==> config.mk <==
export PLATFORM = sky130hd
export DESIGN_NAME = psc_strap_loader
export DESIGN_NICKNAME = d
export VERILOG_FILES = /design/src/psc_pkg.sv /design/src/psc_cfg_field.sv /design/src/psc_rise_det.sv /design/src/psc_strap_loader.sv
export VERILOG_INCLUDE_DIRS = /design/src /design/src/src
export SDC_FILE = /design/constraint.sdc
export NUM_CORES = 1
export LEC_CHECK = 0
export ABC_AREA = 1
export BUFFER_PORTS_ARGS = -buffer_cell sky130_fd_sc_hd__buf_2
export CORE_UTILIZATION = 35
export DETAILED_ROUTE_END_ITERATION = 7
export MAX_ROUTING_LAYER = met4
export PLACE_DENSITY = 0.67
export SKIP_LAST_GASP = 1
export SYNTH_ARGS = -nofsm -noshare
export SYNTH_HDL_FRONTEND = slang
export SYNTH_SLANG_ARGS = --single-unit
==> constraint.sdc <==
create_clock -name clk_i -period 4 [get_ports clk_i]
set_clock_uncertainty 0.15 [all_clocks]
set_input_delay 0 -clock clk_i [delete_from_list [all_inputs] [get_ports clk_i]]
set_output_delay 0 -clock clk_i [all_outputs]
set_load 0.005 [all_outputs]
==> src/psc_consts.svh <==
// Offsets, field positions, reset values and timing counts of the strap loader.
// Assumes inclusion by bare name from files under src/.
`ifndef PSC_CONSTS_SVH
`define PSC_CONSTS_SVH

// Register byte offsets on the bus
`define PSC_OFF_CTRL 8'h00
`define PSC_OFF_ADV 8'h04
`define PSC_OFF_CFG 8'h08
`define PSC_OFF_STAT 8'h0C

// Control word bit positions
`define PSC_CTRL_SPEED 13
`define PSC_CTRL_AN_EN 12
`define PSC_CTRL_RESTART 9
`define PSC_CTRL_DUPLEX 8

// Advertisement field, bits 5 to 8
`define PSC_ADV_LSB 5
`define PSC_ADV_MSB 8

// Configuration word bit positions
`define PSC_CFG_LINK_TEST 8
`define PSC_CFG_SCRAMBLE 3
`define PSC_CFG_FX 2

// Status word bit positions
`define PSC_STAT_ADDR_LSB 0
`define PSC_STAT_PINS_LSB 4

// Reset values before the straps are latched
`define PSC_RST_BIT 1'h0
`define PSC_RST_ADV 4'hF

// Cycles from a request to its acknowledge
`define PSC_ACK_CYCLES 1

`endif

==> src/psc_pkg.sv <==
// Types carried between the strap loader modules.
// Assumes nothing beyond a SystemVerilog compiler.
package psc_pkg;

    // One decoded multi-level strap: address bit and function bit
    typedef struct packed {
        logic addr;
        logic func;
    } psc_strap_t;

    // Control bits held by the loader
    typedef struct packed {
        logic speed_100;
        logic an_enable;
        logic an_restart;
        logic full_duplex;
    } psc_ctrl_t;

    // Advertisement bits, most significant first
    typedef struct packed {
        logic adv_100_fd;
        logic adv_100;
        logic adv_10_fd;
        logic adv_10;
    } psc_adv_t;

    // Configuration bits held by the loader
    typedef struct packed {
        logic link_test_dis;
        logic scram_bypass;
        logic fx_mode;
    } psc_cfg_t;

endpackage

==> src/psc_cfg_field.sv <==
// One register field that hardware can load and software can write.
// Assumes a synchronous active-high reset and a single clock.
`timescale 1ns/100ps
module psc_cfg_field #(
    parameter int W = 1,
    parameter logic [W-1:0] RST_VAL = '0
) (
    input wire logic clk_i,
    input wire logic rst_i,
    input wire logic load_i,
    input wire logic [W-1:0] load_val_i,
    input wire logic wr_i,
    input wire logic [W-1:0] wr_val_i,
    output logic [W-1:0] q_o
);

    logic [W-1:0] q_ff; // Held field value
    logic [W-1:0] nxt_q; // Next field value

    // Hardware load beats a write so that pin control stays in charge
    assign nxt_q = load_i ? load_val_i : (wr_i ? wr_val_i : q_ff);

    // Field storage
    always_ff @(posedge clk_i) begin
        if (rst_i) begin
            q_ff <= RST_VAL;
        end else begin
            q_ff <= nxt_q;
        end
    end

    assign q_o = q_ff;

endmodule

==> src/psc_rise_det.sv <==
// Rising-edge detector for a synchronous input pin.
// Assumes the pin is already synchronous to the clock.
`timescale 1ns/100ps
module psc_rise_det (
    input wire logic clk_i,
    input wire logic rst_i,
    input wire logic pin_i,
    output logic rise_o
);

    logic prev_ff; // Pin level one cycle ago

    // Reset to high so a pin already high at release is no edge
    always_ff @(posedge clk_i) begin
        if (rst_i) begin
            prev_ff <= 1'h1;
        end else begin
            prev_ff <= pin_i;
        end
    end

    assign rise_o = pin_i & ~prev_ff;

endmodule

==> src/psc_strap_loader.sv <==
// Strap and control pin loader for a 10/100 transceiver, with a Wishbone slave.
// Assumes pins synchronous to clk_i and straps already decoded to two bits.
//
// Decided for this implementation: the Wishbone interface to the registers and the address map.
`timescale 1ns/100ps
`include "psc_consts.svh"
module psc_strap_loader (
    input wire logic clk_i,
    input wire logic rst_i,
    // Wishbone classic slave
    input wire logic wb_cyc_i,
    input wire logic wb_stb_i,
    input wire logic wb_we_i,
    input wire logic [7:0] wb_adr_i,
    input wire logic [3:0] wb_sel_i,
    input wire logic [31:0] wb_dat_i,
    output logic [31:0] wb_dat_o,
    output logic wb_ack_o,
    // Decoded straps and control pins
    input wire psc_pkg::psc_strap_t autoneg_strap_i,
    input wire psc_pkg::psc_strap_t scrambler_strap_i,
    input wire psc_pkg::psc_strap_t speed_medium_strap_i,
    input wire logic duplex_pin_i,
    input wire logic speed_restart_pin_i,
    input wire logic link_test_pin_i,
    input wire logic management_disable_i,
    // Results toward the transceiver core
    output psc_pkg::psc_ctrl_t ctrl_o,
    output psc_pkg::psc_adv_t adv_o,
    output psc_pkg::psc_cfg_t cfg_o,
    output logic [2:0] mgmt_addr_o,
    output logic an_restart_o
);

    // Single-cycle classic slave: it answers one cycle after a request
    // Bus handshake state
    logic ack_ff; // Acknowledge, one cycle per request
    logic [31:0] dat_ff; // Read data captured with acknowledge
    logic [31:0] nxt_dat;

    // Loader state
    logic load_pend_ff; // High for the first cycle after reset release
    logic [2:0] addr_ff; // Latched management address bits 4, 3, 0
    logic restart_ff; // Restart control bit
    logic nxt_restart;
    logic pulse_ff; // One-cycle restart request to the core

    // Each writable field except the restart bit lives in a field cell so that load and write
    // priority is the same for every bit
    // Field outputs of the storage cells
    logic speed_q;
    logic an_en_q;
    logic duplex_q;
    logic [3:0] adv_q;
    logic link_test_q;
    logic scram_q;
    logic fx_q;

    // Register map, byte addresses on the bus:
    //   control word: speed, negotiation enable, restart and duplex bits
    //   advertisement word: four capability bits in bits 8 to 5
    //   configuration word: link-test disable, scrambler bypass, fiber mode
    //   status word: latched address bits and live pin levels, read only
    // Only full-address matches decode, so aliases read as zero.
    // Bus decode
    wire req = wb_cyc_i & wb_stb_i;
    wire start = req & ~ack_ff;
    wire commit = req & ack_ff & wb_we_i; // Write lands at the acknowledged edge
    wire hit_ctrl = (wb_adr_i == `PSC_OFF_CTRL);
    wire hit_adv = (wb_adr_i == `PSC_OFF_ADV);
    wire hit_cfg = (wb_adr_i == `PSC_OFF_CFG);
    wire hit_stat = (wb_adr_i == `PSC_OFF_STAT);
    wire [31:0] sel_mask = {{8{wb_sel_i[3]}}, {8{wb_sel_i[2]}},
                            {8{wb_sel_i[1]}}, {8{wb_sel_i[0]}}};

    // Unused bits of every word read as zero; a write to them is dropped
    // because no storage stands behind them.
    // Current register images
    wire [31:0] ctrl_word = (32'h1 << `PSC_CTRL_SPEED) * {31'h0, speed_q}
                          | (32'h1 << `PSC_CTRL_AN_EN) * {31'h0, an_en_q}
                          | (32'h1 << `PSC_CTRL_RESTART) * {31'h0, restart_ff}
                          | (32'h1 << `PSC_CTRL_DUPLEX) * {31'h0, duplex_q};
    wire [31:0] adv_word = {23'h0, adv_q, 5'h0};
    wire [31:0] cfg_word = (32'h1 << `PSC_CFG_LINK_TEST) * {31'h0, link_test_q}
                         | (32'h1 << `PSC_CFG_SCRAMBLE) * {31'h0, scram_q}
                         | (32'h1 << `PSC_CFG_FX) * {31'h0, fx_q};
    wire [31:0] stat_word = {24'h0, management_disable_i, link_test_pin_i,
                             speed_restart_pin_i, duplex_pin_i, 1'h0, addr_ff};

    // Byte-lane merge: unselected lanes keep their stored bits
    wire [31:0] wr_ctrl = (wb_dat_i & sel_mask) | (ctrl_word & ~sel_mask);
    wire [31:0] wr_adv = (wb_dat_i & sel_mask) | (adv_word & ~sel_mask);
    wire [31:0] wr_cfg = (wb_dat_i & sel_mask) | (cfg_word & ~sel_mask);
    wire wr_ctrl_en = commit & hit_ctrl;
    wire wr_adv_en = commit & hit_adv;
    wire wr_cfg_en = commit & hit_cfg;

    // Read mux; unmapped addresses read zero and still acknowledge
    // Acknowledging them keeps a stray access from hanging the master;
    // the cost is that a bad address goes unnoticed.
    assign nxt_dat = hit_ctrl ? ctrl_word :
                     hit_adv ? adv_word :
                     hit_cfg ? cfg_word :
                     hit_stat ? stat_word : 32'h0;

    // Strap enable picks meanings
    // On the preset cycle the stored enable is not yet valid, so use the strap
    // After that cycle software may change the enable and with it the pin meanings
    wire an_sel = load_pend_ff ? autoneg_strap_i.func : an_en_q;

    // Forced while disabled
    // One load strobe serves both cases: one cycle long after release,
    // every cycle while management is disabled. A write then loses to the
    // pins, which is what keeps the pins in charge.
    wire drive = load_pend_ff | management_disable_i;
    wire drive_off = drive & ~an_sel; // Pins carry forced-mode meaning
    wire drive_on = drive & an_sel; // Pins carry advertisement meaning

    // Speed advertisement combination
    // Strap high means 100-capable, link-test pin picks the speed subset
    // Link-test low with strap low offers everything and ignores duplex.
    // Otherwise the duplex pin decides each full-duplex bit that is offered.
    logic [3:0] adv_pins; // {100 FD, 100, 10 FD, 10}
    always_comb begin
        unique case ({speed_medium_strap_i.func, link_test_pin_i})
            2'b00: adv_pins = 4'hF;
            2'b01: adv_pins = {2'h0, duplex_pin_i, 1'h1};
            2'b10: adv_pins = {duplex_pin_i, 1'h1, 2'h0};
            2'b11: adv_pins = {duplex_pin_i, 1'h1, duplex_pin_i, 1'h1};
        endcase
    end

    // Handshake and read data; ack drops the cycle after it rose
    // Read data is captured at the request edge so it stands with ack and
    // keeps its value afterwards; a request still high while ack is up is
    // not taken again, which forces an idle cycle between transfers.
    always_ff @(posedge clk_i) begin
        if (rst_i) begin
            ack_ff <= 1'h0;
            dat_ff <= 32'h0;
        end else begin
            ack_ff <= start;
            dat_ff <= start ? nxt_dat : dat_ff;
        end
    end

    // Address half of straps
    // Straps are expected to hold still while reset is high, so one sample
    // on the first cycle after release is enough.
    always_ff @(posedge clk_i) begin
        if (rst_i) begin
            load_pend_ff <= 1'h1;
            addr_ff <= 3'h0;
        end else begin
            load_pend_ff <= 1'h0;
            if (load_pend_ff) begin
                addr_ff <= {speed_medium_strap_i.addr, scrambler_strap_i.addr,
                            autoneg_strap_i.addr};
            end
        end
    end

    // Duplex bit from pin
    // Loads in forced meaning only; with negotiation on software owns it
    psc_cfg_field #(.W(1), .RST_VAL(`PSC_RST_BIT)) u_duplex (
        .clk_i(clk_i),
        .rst_i(rst_i),
        .load_i(drive_off),
        .load_val_i(duplex_pin_i),
        .wr_i(wr_ctrl_en),
        .wr_val_i(wr_ctrl[`PSC_CTRL_DUPLEX]),
        .q_o(duplex_q)
    );

    // Speed bit from pin
    // A fiber board keeps this pin high, so fiber loads 100 at preset and while management is disabled
    psc_cfg_field #(.W(1), .RST_VAL(`PSC_RST_BIT)) u_speed (
        .clk_i(clk_i),
        .rst_i(rst_i),
        .load_i(drive_off),
        .load_val_i(speed_restart_pin_i),
        .wr_i(wr_ctrl_en),
        .wr_val_i(wr_ctrl[`PSC_CTRL_SPEED]),
        .q_o(speed_q)
    );

    // Enable preset from strap
    // Never forced by pins; software may turn negotiation on or off later
    psc_cfg_field #(.W(1), .RST_VAL(`PSC_RST_BIT)) u_an_en (
        .clk_i(clk_i),
        .rst_i(rst_i),
        .load_i(load_pend_ff),
        .load_val_i(autoneg_strap_i.func),
        .wr_i(wr_ctrl_en),
        .wr_val_i(wr_ctrl[`PSC_CTRL_AN_EN]),
        .q_o(an_en_q)
    );

    // Advertisement bits from strap and pins
    // Resets to all capabilities so an unstrapped part offers everything
    psc_cfg_field #(.W(4), .RST_VAL(`PSC_RST_ADV)) u_adv (
        .clk_i(clk_i),
        .rst_i(rst_i),
        .load_i(drive_on),
        .load_val_i(adv_pins),
        .wr_i(wr_adv_en),
        .wr_val_i(wr_adv[`PSC_ADV_MSB:`PSC_ADV_LSB]),
        .q_o(adv_q)
    );

    // Link-test bit from pin
    // High disables the 10 Mbps link test
    psc_cfg_field #(.W(1), .RST_VAL(`PSC_RST_BIT)) u_link_test (
        .clk_i(clk_i),
        .rst_i(rst_i),
        .load_i(drive_off),
        .load_val_i(link_test_pin_i),
        .wr_i(wr_cfg_en),
        .wr_val_i(wr_cfg[`PSC_CFG_LINK_TEST]),
        .q_o(link_test_q)
    );

    // Scrambler bypass preset
    // Preset only; software owns the bypass after release
    psc_cfg_field #(.W(1), .RST_VAL(`PSC_RST_BIT)) u_scram (
        .clk_i(clk_i),
        .rst_i(rst_i),
        .load_i(load_pend_ff),
        .load_val_i(scrambler_strap_i.func),
        .wr_i(wr_cfg_en),
        .wr_val_i(wr_cfg[`PSC_CFG_SCRAMBLE]),
        .q_o(scram_q)
    );

    // TX or FX preset
    // Only meaningful with autonegotiation off; FX also needs the restart pin high
    psc_cfg_field #(.W(1), .RST_VAL(`PSC_RST_BIT)) u_fx (
        .clk_i(clk_i),
        .rst_i(rst_i),
        .load_i(load_pend_ff & ~an_sel),
        .load_val_i(speed_medium_strap_i.func),
        .wr_i(wr_cfg_en),
        .wr_val_i(wr_cfg[`PSC_CFG_FX]),
        .q_o(fx_q)
    );

    // Edge of the speed/restart pin
    // The detector runs even with negotiation off, so turning it on later
    // does not see a stale edge.
    logic restart_rise;
    psc_rise_det u_rise (
        .clk_i(clk_i),
        .rst_i(rst_i),
        .pin_i(speed_restart_pin_i),
        .rise_o(restart_rise)
    );

    // Rising edge restarts negotiation
    // The edge sets the bit even in the cycle software clears it
    // Edges are ignored on the preset cycle: the enable is not stored yet.
    wire restart_set = restart_rise & an_en_q & ~load_pend_ff;
    assign nxt_restart = restart_set ? 1'h1 :
                         (wr_ctrl_en ? wr_ctrl[`PSC_CTRL_RESTART] : restart_ff);

    // Restart bit and the request pulse; a software write of one also restarts
    always_ff @(posedge clk_i) begin
        if (rst_i) begin
            restart_ff <= 1'h0;
            pulse_ff <= 1'h0;
        end else begin
            restart_ff <= nxt_restart;
            pulse_ff <= restart_set | (wr_ctrl_en & wr_ctrl[`PSC_CTRL_RESTART]);
        end
    end

    // Outputs, all straight from flops
    // Every output below is a plain rename of a register, never logic.
    assign wb_ack_o = ack_ff;
    assign wb_dat_o = dat_ff;
    assign ctrl_o = '{speed_100: speed_q, an_enable: an_en_q,
                      an_restart: restart_ff, full_duplex: duplex_q};
    assign adv_o = adv_q;
    assign cfg_o = '{link_test_dis: link_test_q, scram_bypass: scram_q,
                     fx_mode: fx_q};
    assign mgmt_addr_o = addr_ff;
    assign an_restart_o = pulse_ff;

endmodule

== After elaboration in Yosys (flattened, before gate mapping) ==
Cells that the tools add are included.

* Shift operators: 0
* Eq/ne operators: 6
* Reduce and logical (&&, ||, !) cells: 9
* Multiply operators: 0
* Magnitude comparators: 0
* Bitwise operators: 33
* Add/sub/neg operators: 0
* Multiplexer cells: 23
* Divide/modulo/power cells: 0

{| class="wikitable"
|+ Operator list
! kind !! count
|-
| $and 14x14->14 || 2
|-
| $and 9x9->9 || 2
|-
| $mux 9 || 2
|-
| $or 9x9->9 || 2
|-
| $eq 8x4->1 const B || 2
|-
| $mux 1 || 16
|-
| $pmux 4 s4 || 1
|-
| $and 1x1->1 || 14
|-
| $mux 14 || 1
|-
| $not 14->14 || 1
|-
| $or 14x10->14 || 1
|-
| $or 14x13->14 || 1
|-
| $or 14x14->14 || 1
|-
| $or 14x9->14 || 1
|-
| $reduce_bool 2->1 || 7
|-
| $or 9x3->9 || 1
|-
| $or 9x4->9 || 1
|-
| $eq 8x3->1 const B || 1
|-
| $logic_not 8->1 || 1
|-
| $mux 4 || 2
|-
| $mux 8 || 1
|-
| $eq 2x2->1 const B || 2
|-
| $not 1->1 || 4
|-
| $eq 2x1->1 const B || 1
|-
| 2 further kinds || 3
|}

* RAM bits: 0
* Input port bits: 59
* Flip-flop bits (word level): 50
* Logic and storage cells: 85
* Latch bits: 0
* Bits in read-only memories: 0
* Memories kept: 0

== Longest topological paths before layout ==
* Depth after elaboration: 7
* Mapped depth: 9
* Mapped depth without buffers: 9

== Modules after synthesis ==
Synthesis repeated with hierarchy kept, for this count alone.

* Cells, all modules: 272
* Area, all modules: 1861.8 µm²

{| class="wikitable"
|+ By module, submodules not included
! module !! cells each !! times used !! area an instance (µm²) !! sequential area each (µm²)
|-
| psc_strap_loader || 191 || 1 || 1316.3 || 380.4
|-
| psc_cfg_field at u_an_en ... || 9 || 6 || 53.8 || 20.0
|-
| psc_cfg_field at u_adv || 22 || 1 || 185.2 || 80.1
|-
| psc_rise_det || 5 || 1 || 37.5 || 20.0
|}

== Least setup slack after synthesis ==
No wires, ideal clock.

* Path type: register -> register
* Start point: register load_pend_ff
* End point: register (tool-made name)
* Data required time: 3730 ps
* Arrival time: 1066 ps
* Library setup time: 120 ps
* Slack: 2664 ps
* Cell stages (with the launch flop): 9
* Buffers on the path: 1
* Cells stage by stage: dfxtp_1 > nand2_1 > nand2_4 > nand2_2 > buf_6 > nand3_1 > nand2_1 > nand3_1 > nand3_1

{| class="wikitable"
|+ RTL lines
! item !! line !! source
|-
| start: declaration || psc_strap_loader.sv:42 || <nowiki>logic load_pend_ff;</nowiki>
|-
| start signal: assignment || psc_strap_loader.sv:152 || <nowiki>load_pend_ff <= 1'h1;</nowiki>
|-
| start signal: assignment || psc_strap_loader.sv:155 || <nowiki>load_pend_ff <= 1'h0;</nowiki>
|}

== Worst setup path in the final report ==
* Start point: register ack_ff (netlist: wb_ack_o)
* End point: register dat_ff[4] (netlist: wb_dat_o[4])

* Word-level cells in the longest chain between the ends: 2

{| class="wikitable"
|+ RTL lines
! item !! line !! source
|-
| start: declaration || psc_strap_loader.sv:37 || <nowiki>logic ack_ff;</nowiki>
|-
| start signal: assignment || psc_strap_loader.sv:142 || <nowiki>ack_ff <= start;</nowiki>
|-
| $not 1->1 || psc_strap_loader.sv:67 || <nowiki>wire start = req & ~ack_ff;</nowiki>
|-
| $and 1x1->1 || psc_strap_loader.sv:67 ||
|-
| end signal: assignment || psc_strap_loader.sv:143 || <nowiki>dat_ff <= start ? nxt_dat : dat_ff;</nowiki>
|-
| end: declaration || psc_strap_loader.sv:38 || <nowiki>logic [31:0] dat_ff;</nowiki>
|}

No other way between the ends.
A chain may end at the register's enable or synchronous reset.

==> impl_metrics.env <==
export IMPL_die_y_um=73.2
export IMPL_pre_cts_ws_ps=2390
export IMPL_fp_coreArea_um2=4820
export IMPL_reg2reg_from="wb_ack_o"
export IMPL_synth_ff_latch_count=30
export IMPL_clock_latency_ps=290
export IMPL_fin_crit_sh=0.527
export IMPL_setup_ws_ps=1890
export IMPL_antenna_found_initial=0
export IMPL_io_buffers=61
export IMPL_period_needed_ps=2110
export IMPL_startpoint_type="flip-flop"
export IMPL_cts_tree="built"
export IMPL_grt_pass1_wl_um=7090
export IMPL_synth_async_sr_flop_share=0
export IMPL_clockRootBuffer="clkbuf_8"
export IMPL_placed_area_um2=1970
export IMPL_rsz0062_at_grt="no"
export IMPL_area_delta_synth_final_pct=26.2
export IMPL_tightest_slew_ps=522
export IMPL_drt_iter0_markers=123
export IMPL_cts_max_level=2
export IMPL_hold_class="primary input to flip-flop"
export IMPL_synthFlopType="dfxtp_1"
export IMPL_min_from="wb_dat_i[12]"
export IMPL_via_per_inst=4.53
export IMPL_syn_inst=262
export IMPL_synth_distinct_cells=25
export IMPL_post_cts_buffers=0
export IMPL_synth_edff_count=0
export IMPL_dp_hpwl_um=3240
export IMPL_seqPwrFrac=0.484
export IMPL_yosys_area_top_type="dfxtp_1"
export IMPL_dp_cells=374
export IMPL_ant_nets=0
export IMPL_maxCapViolations=0
export IMPL_clkPwrFrac=0.345
export IMPL_tns_ps=0
export IMPL_reg2regPathDepth=6
export IMPL_drive_above_1_share=0.246
export IMPL_wl_per_cell_um=11.0
export IMPL_rrSetupSlack_ps=1890
export IMPL_clockBufferDepth=2
export IMPL_hold_viol=0
export IMPL_peakVddDrop_v=0.000223
export IMPL_gp_congestion=0.832
export IMPL_required_ps=4020
export IMPL_cts_resized=0
export IMPL_p_per_area_nw_per_um2=296
export IMPL_synth_area_leaders="dfxtp_1 34%, nand3_1 12%, nand2_1 12%"
export IMPL_switchingPower_mw=0.186
export IMPL_worstPathMaxFanout=15
export IMPL_grt_overflow=0
export IMPL_status="completed"
export IMPL_swShare=0.280
export IMPL_antenna_cells=0
export IMPL_critPathArrivalTime_ps=2130
export IMPL_p_leak_nw=1.15
export IMPL_cell_internal_pwr_mw=0.478
export IMPL_netlist_area_um2=1780
export IMPL_routed_wl_um=4400
export IMPL_r2r_end="wb_dat_o[4]"
export IMPL_finalInstanceArea_um2=2240
export IMPL_grt_max_degree=19
export IMPL_grt_use_total=0.180
export IMPL_die_x_um=73.2
export IMPL_first_pass_iters=4
export IMPL_dieArea_um2=5360
export IMPL_numClockSinks=30
export IMPL_relSlewSlack=0.649
export IMPL_crit_type="flip-flop to flip-flop"
export IMPL_clkTransAtPathRegs_ps=60
export IMPL_yosys_warnings=0
export IMPL_grt_pass1_vias=1601
export IMPL_max_freq_mhz=474
export IMPL_start_util=0.369
export IMPL_min_path_cells=7
export IMPL_slew_violations=0
export IMPL_syn_avg_cell_area_um2=6.78
export IMPL_seq_area_frac_synth=0.338
export IMPL_drc=0
export IMPL_dr_total_vias=1813
export IMPL_power_share_combinational=0.171
export IMPL_synth_top_area_frac=0.338
export IMPL_rows=25
export IMPL_io_pins=107
export IMPL_final_nets=392
export IMPL_setup_viol=0
export IMPL_endpoint_kind="flip-flop"
export IMPL_stdcell_count=400
export IMPL_cts_made_buffers=5
-- logic make-up after synthesis --
| kind of cell | Yosys count | synth area share |
|---|---|---|
| other | 1 | 0.00211 |
| buffers and inverters | 61 | 0.204 |
| DFF | 30 | 0.338 |
| AOI/OAI and AO/OA | 33 | 0.105 |
| and+or+nand+nor | 137 | 0.351 |
-- routing by layer --
metal,vias up,share of wire,global-route usage
met4,0,0.012,0.0523
met5,-,0,-
met1,796,0.47,0.222
li1,938,-,-
met3,7,0.069,0.0497
met2,72,0.45,0.288
-- placed cells by master (no fill, tap or decap), drive strengths merged --
master        n
o21ai        12
conb         20
o31ai         1
nor2         28
clkbuf        5
nand3        44
clkinv        2
nand2        62
dfxtp        30
a21oi        17
dlygate4sd3  19
buf          61
inv          26
o211ai        3
nand4         2
nor3          1
-- per-stage QoR --
step                      total power, mW  utilization  hold WS (ps)
after global routing                0.700        0.465          49.5
after CTS                           0.669        0.465         0.539
after floorplan                     0.409            -          -122
after global placement              0.425        0.409          76.2
after detailed placement            0.426        0.409          80.8
final                               0.664        0.465          4.93
-- how the worst max path moves through the flow --
stage,start,end,slack [ps],depth (start not counted)
5_1_grt,wb_ack_o,wb_dat_o[4],1700,6
3_5_place_dp,wb_ack_o,wb_dat_o[12],2390,5
4_1_cts,wb_ack_o,wb_dat_o[4],1890,6
2_1_floorplan,load_pend_ff,flip-flop,2660,8
3_3_place_gp,wb_ack_o,wb_dat_o[12],2460,5
6_report,wb_ack_o,wb_dat_o[4],1890,6
-- power by group through the flow --
stage / registers [mW] / logic, mW / clock network [mW]
detailed placement: 0.328 / 0.0984 / 0
floorplan: 0.326 / 0.0831 / 0
global placement: 0.327 / 0.0975 / 0
finish: 0.321 / 0.113 / 0.229
global route: 0.323 / 0.129 / 0.249
CTS: 0.321 / 0.113 / 0.234
-- cell usage after synthesis, types with 4 or more instances --
cell / instances
a21oi_1: 17
buf_4: 27
clkbuf_1: 4
dfxtp_1: 30
inv_1: 23
nand2_1: 57
nand3_1: 43
nor2_1: 24
o21ai_0: 9
-- repair_timing --
item	CTS	global route
endpoints found under the setup margin	0	0
endpoints found under the hold margin	26	0
hold buffers	19	0
-- worst max-delay path: stages, from the launching register on --
cell           delay, ps
dfxtp_1              340
inv_1                 40
nand2_1              380
inv_1                290
nand3_1              160
a21oi_1               70
dlygate4sd3_1        560
-- layout make-up --
class / count / area (um2)
inverters: 26 / 97.6
multi-input cells: 190 / 885
clock buffers: 5 / 68.8
clock inverters: 2 / 10.0
flip-flops and latches: 30 / 601
repair buffers: 80 / 495
fillers: 533 / 2580
well taps: 67 / 83.8
Power figures use the tool's default switching activity.
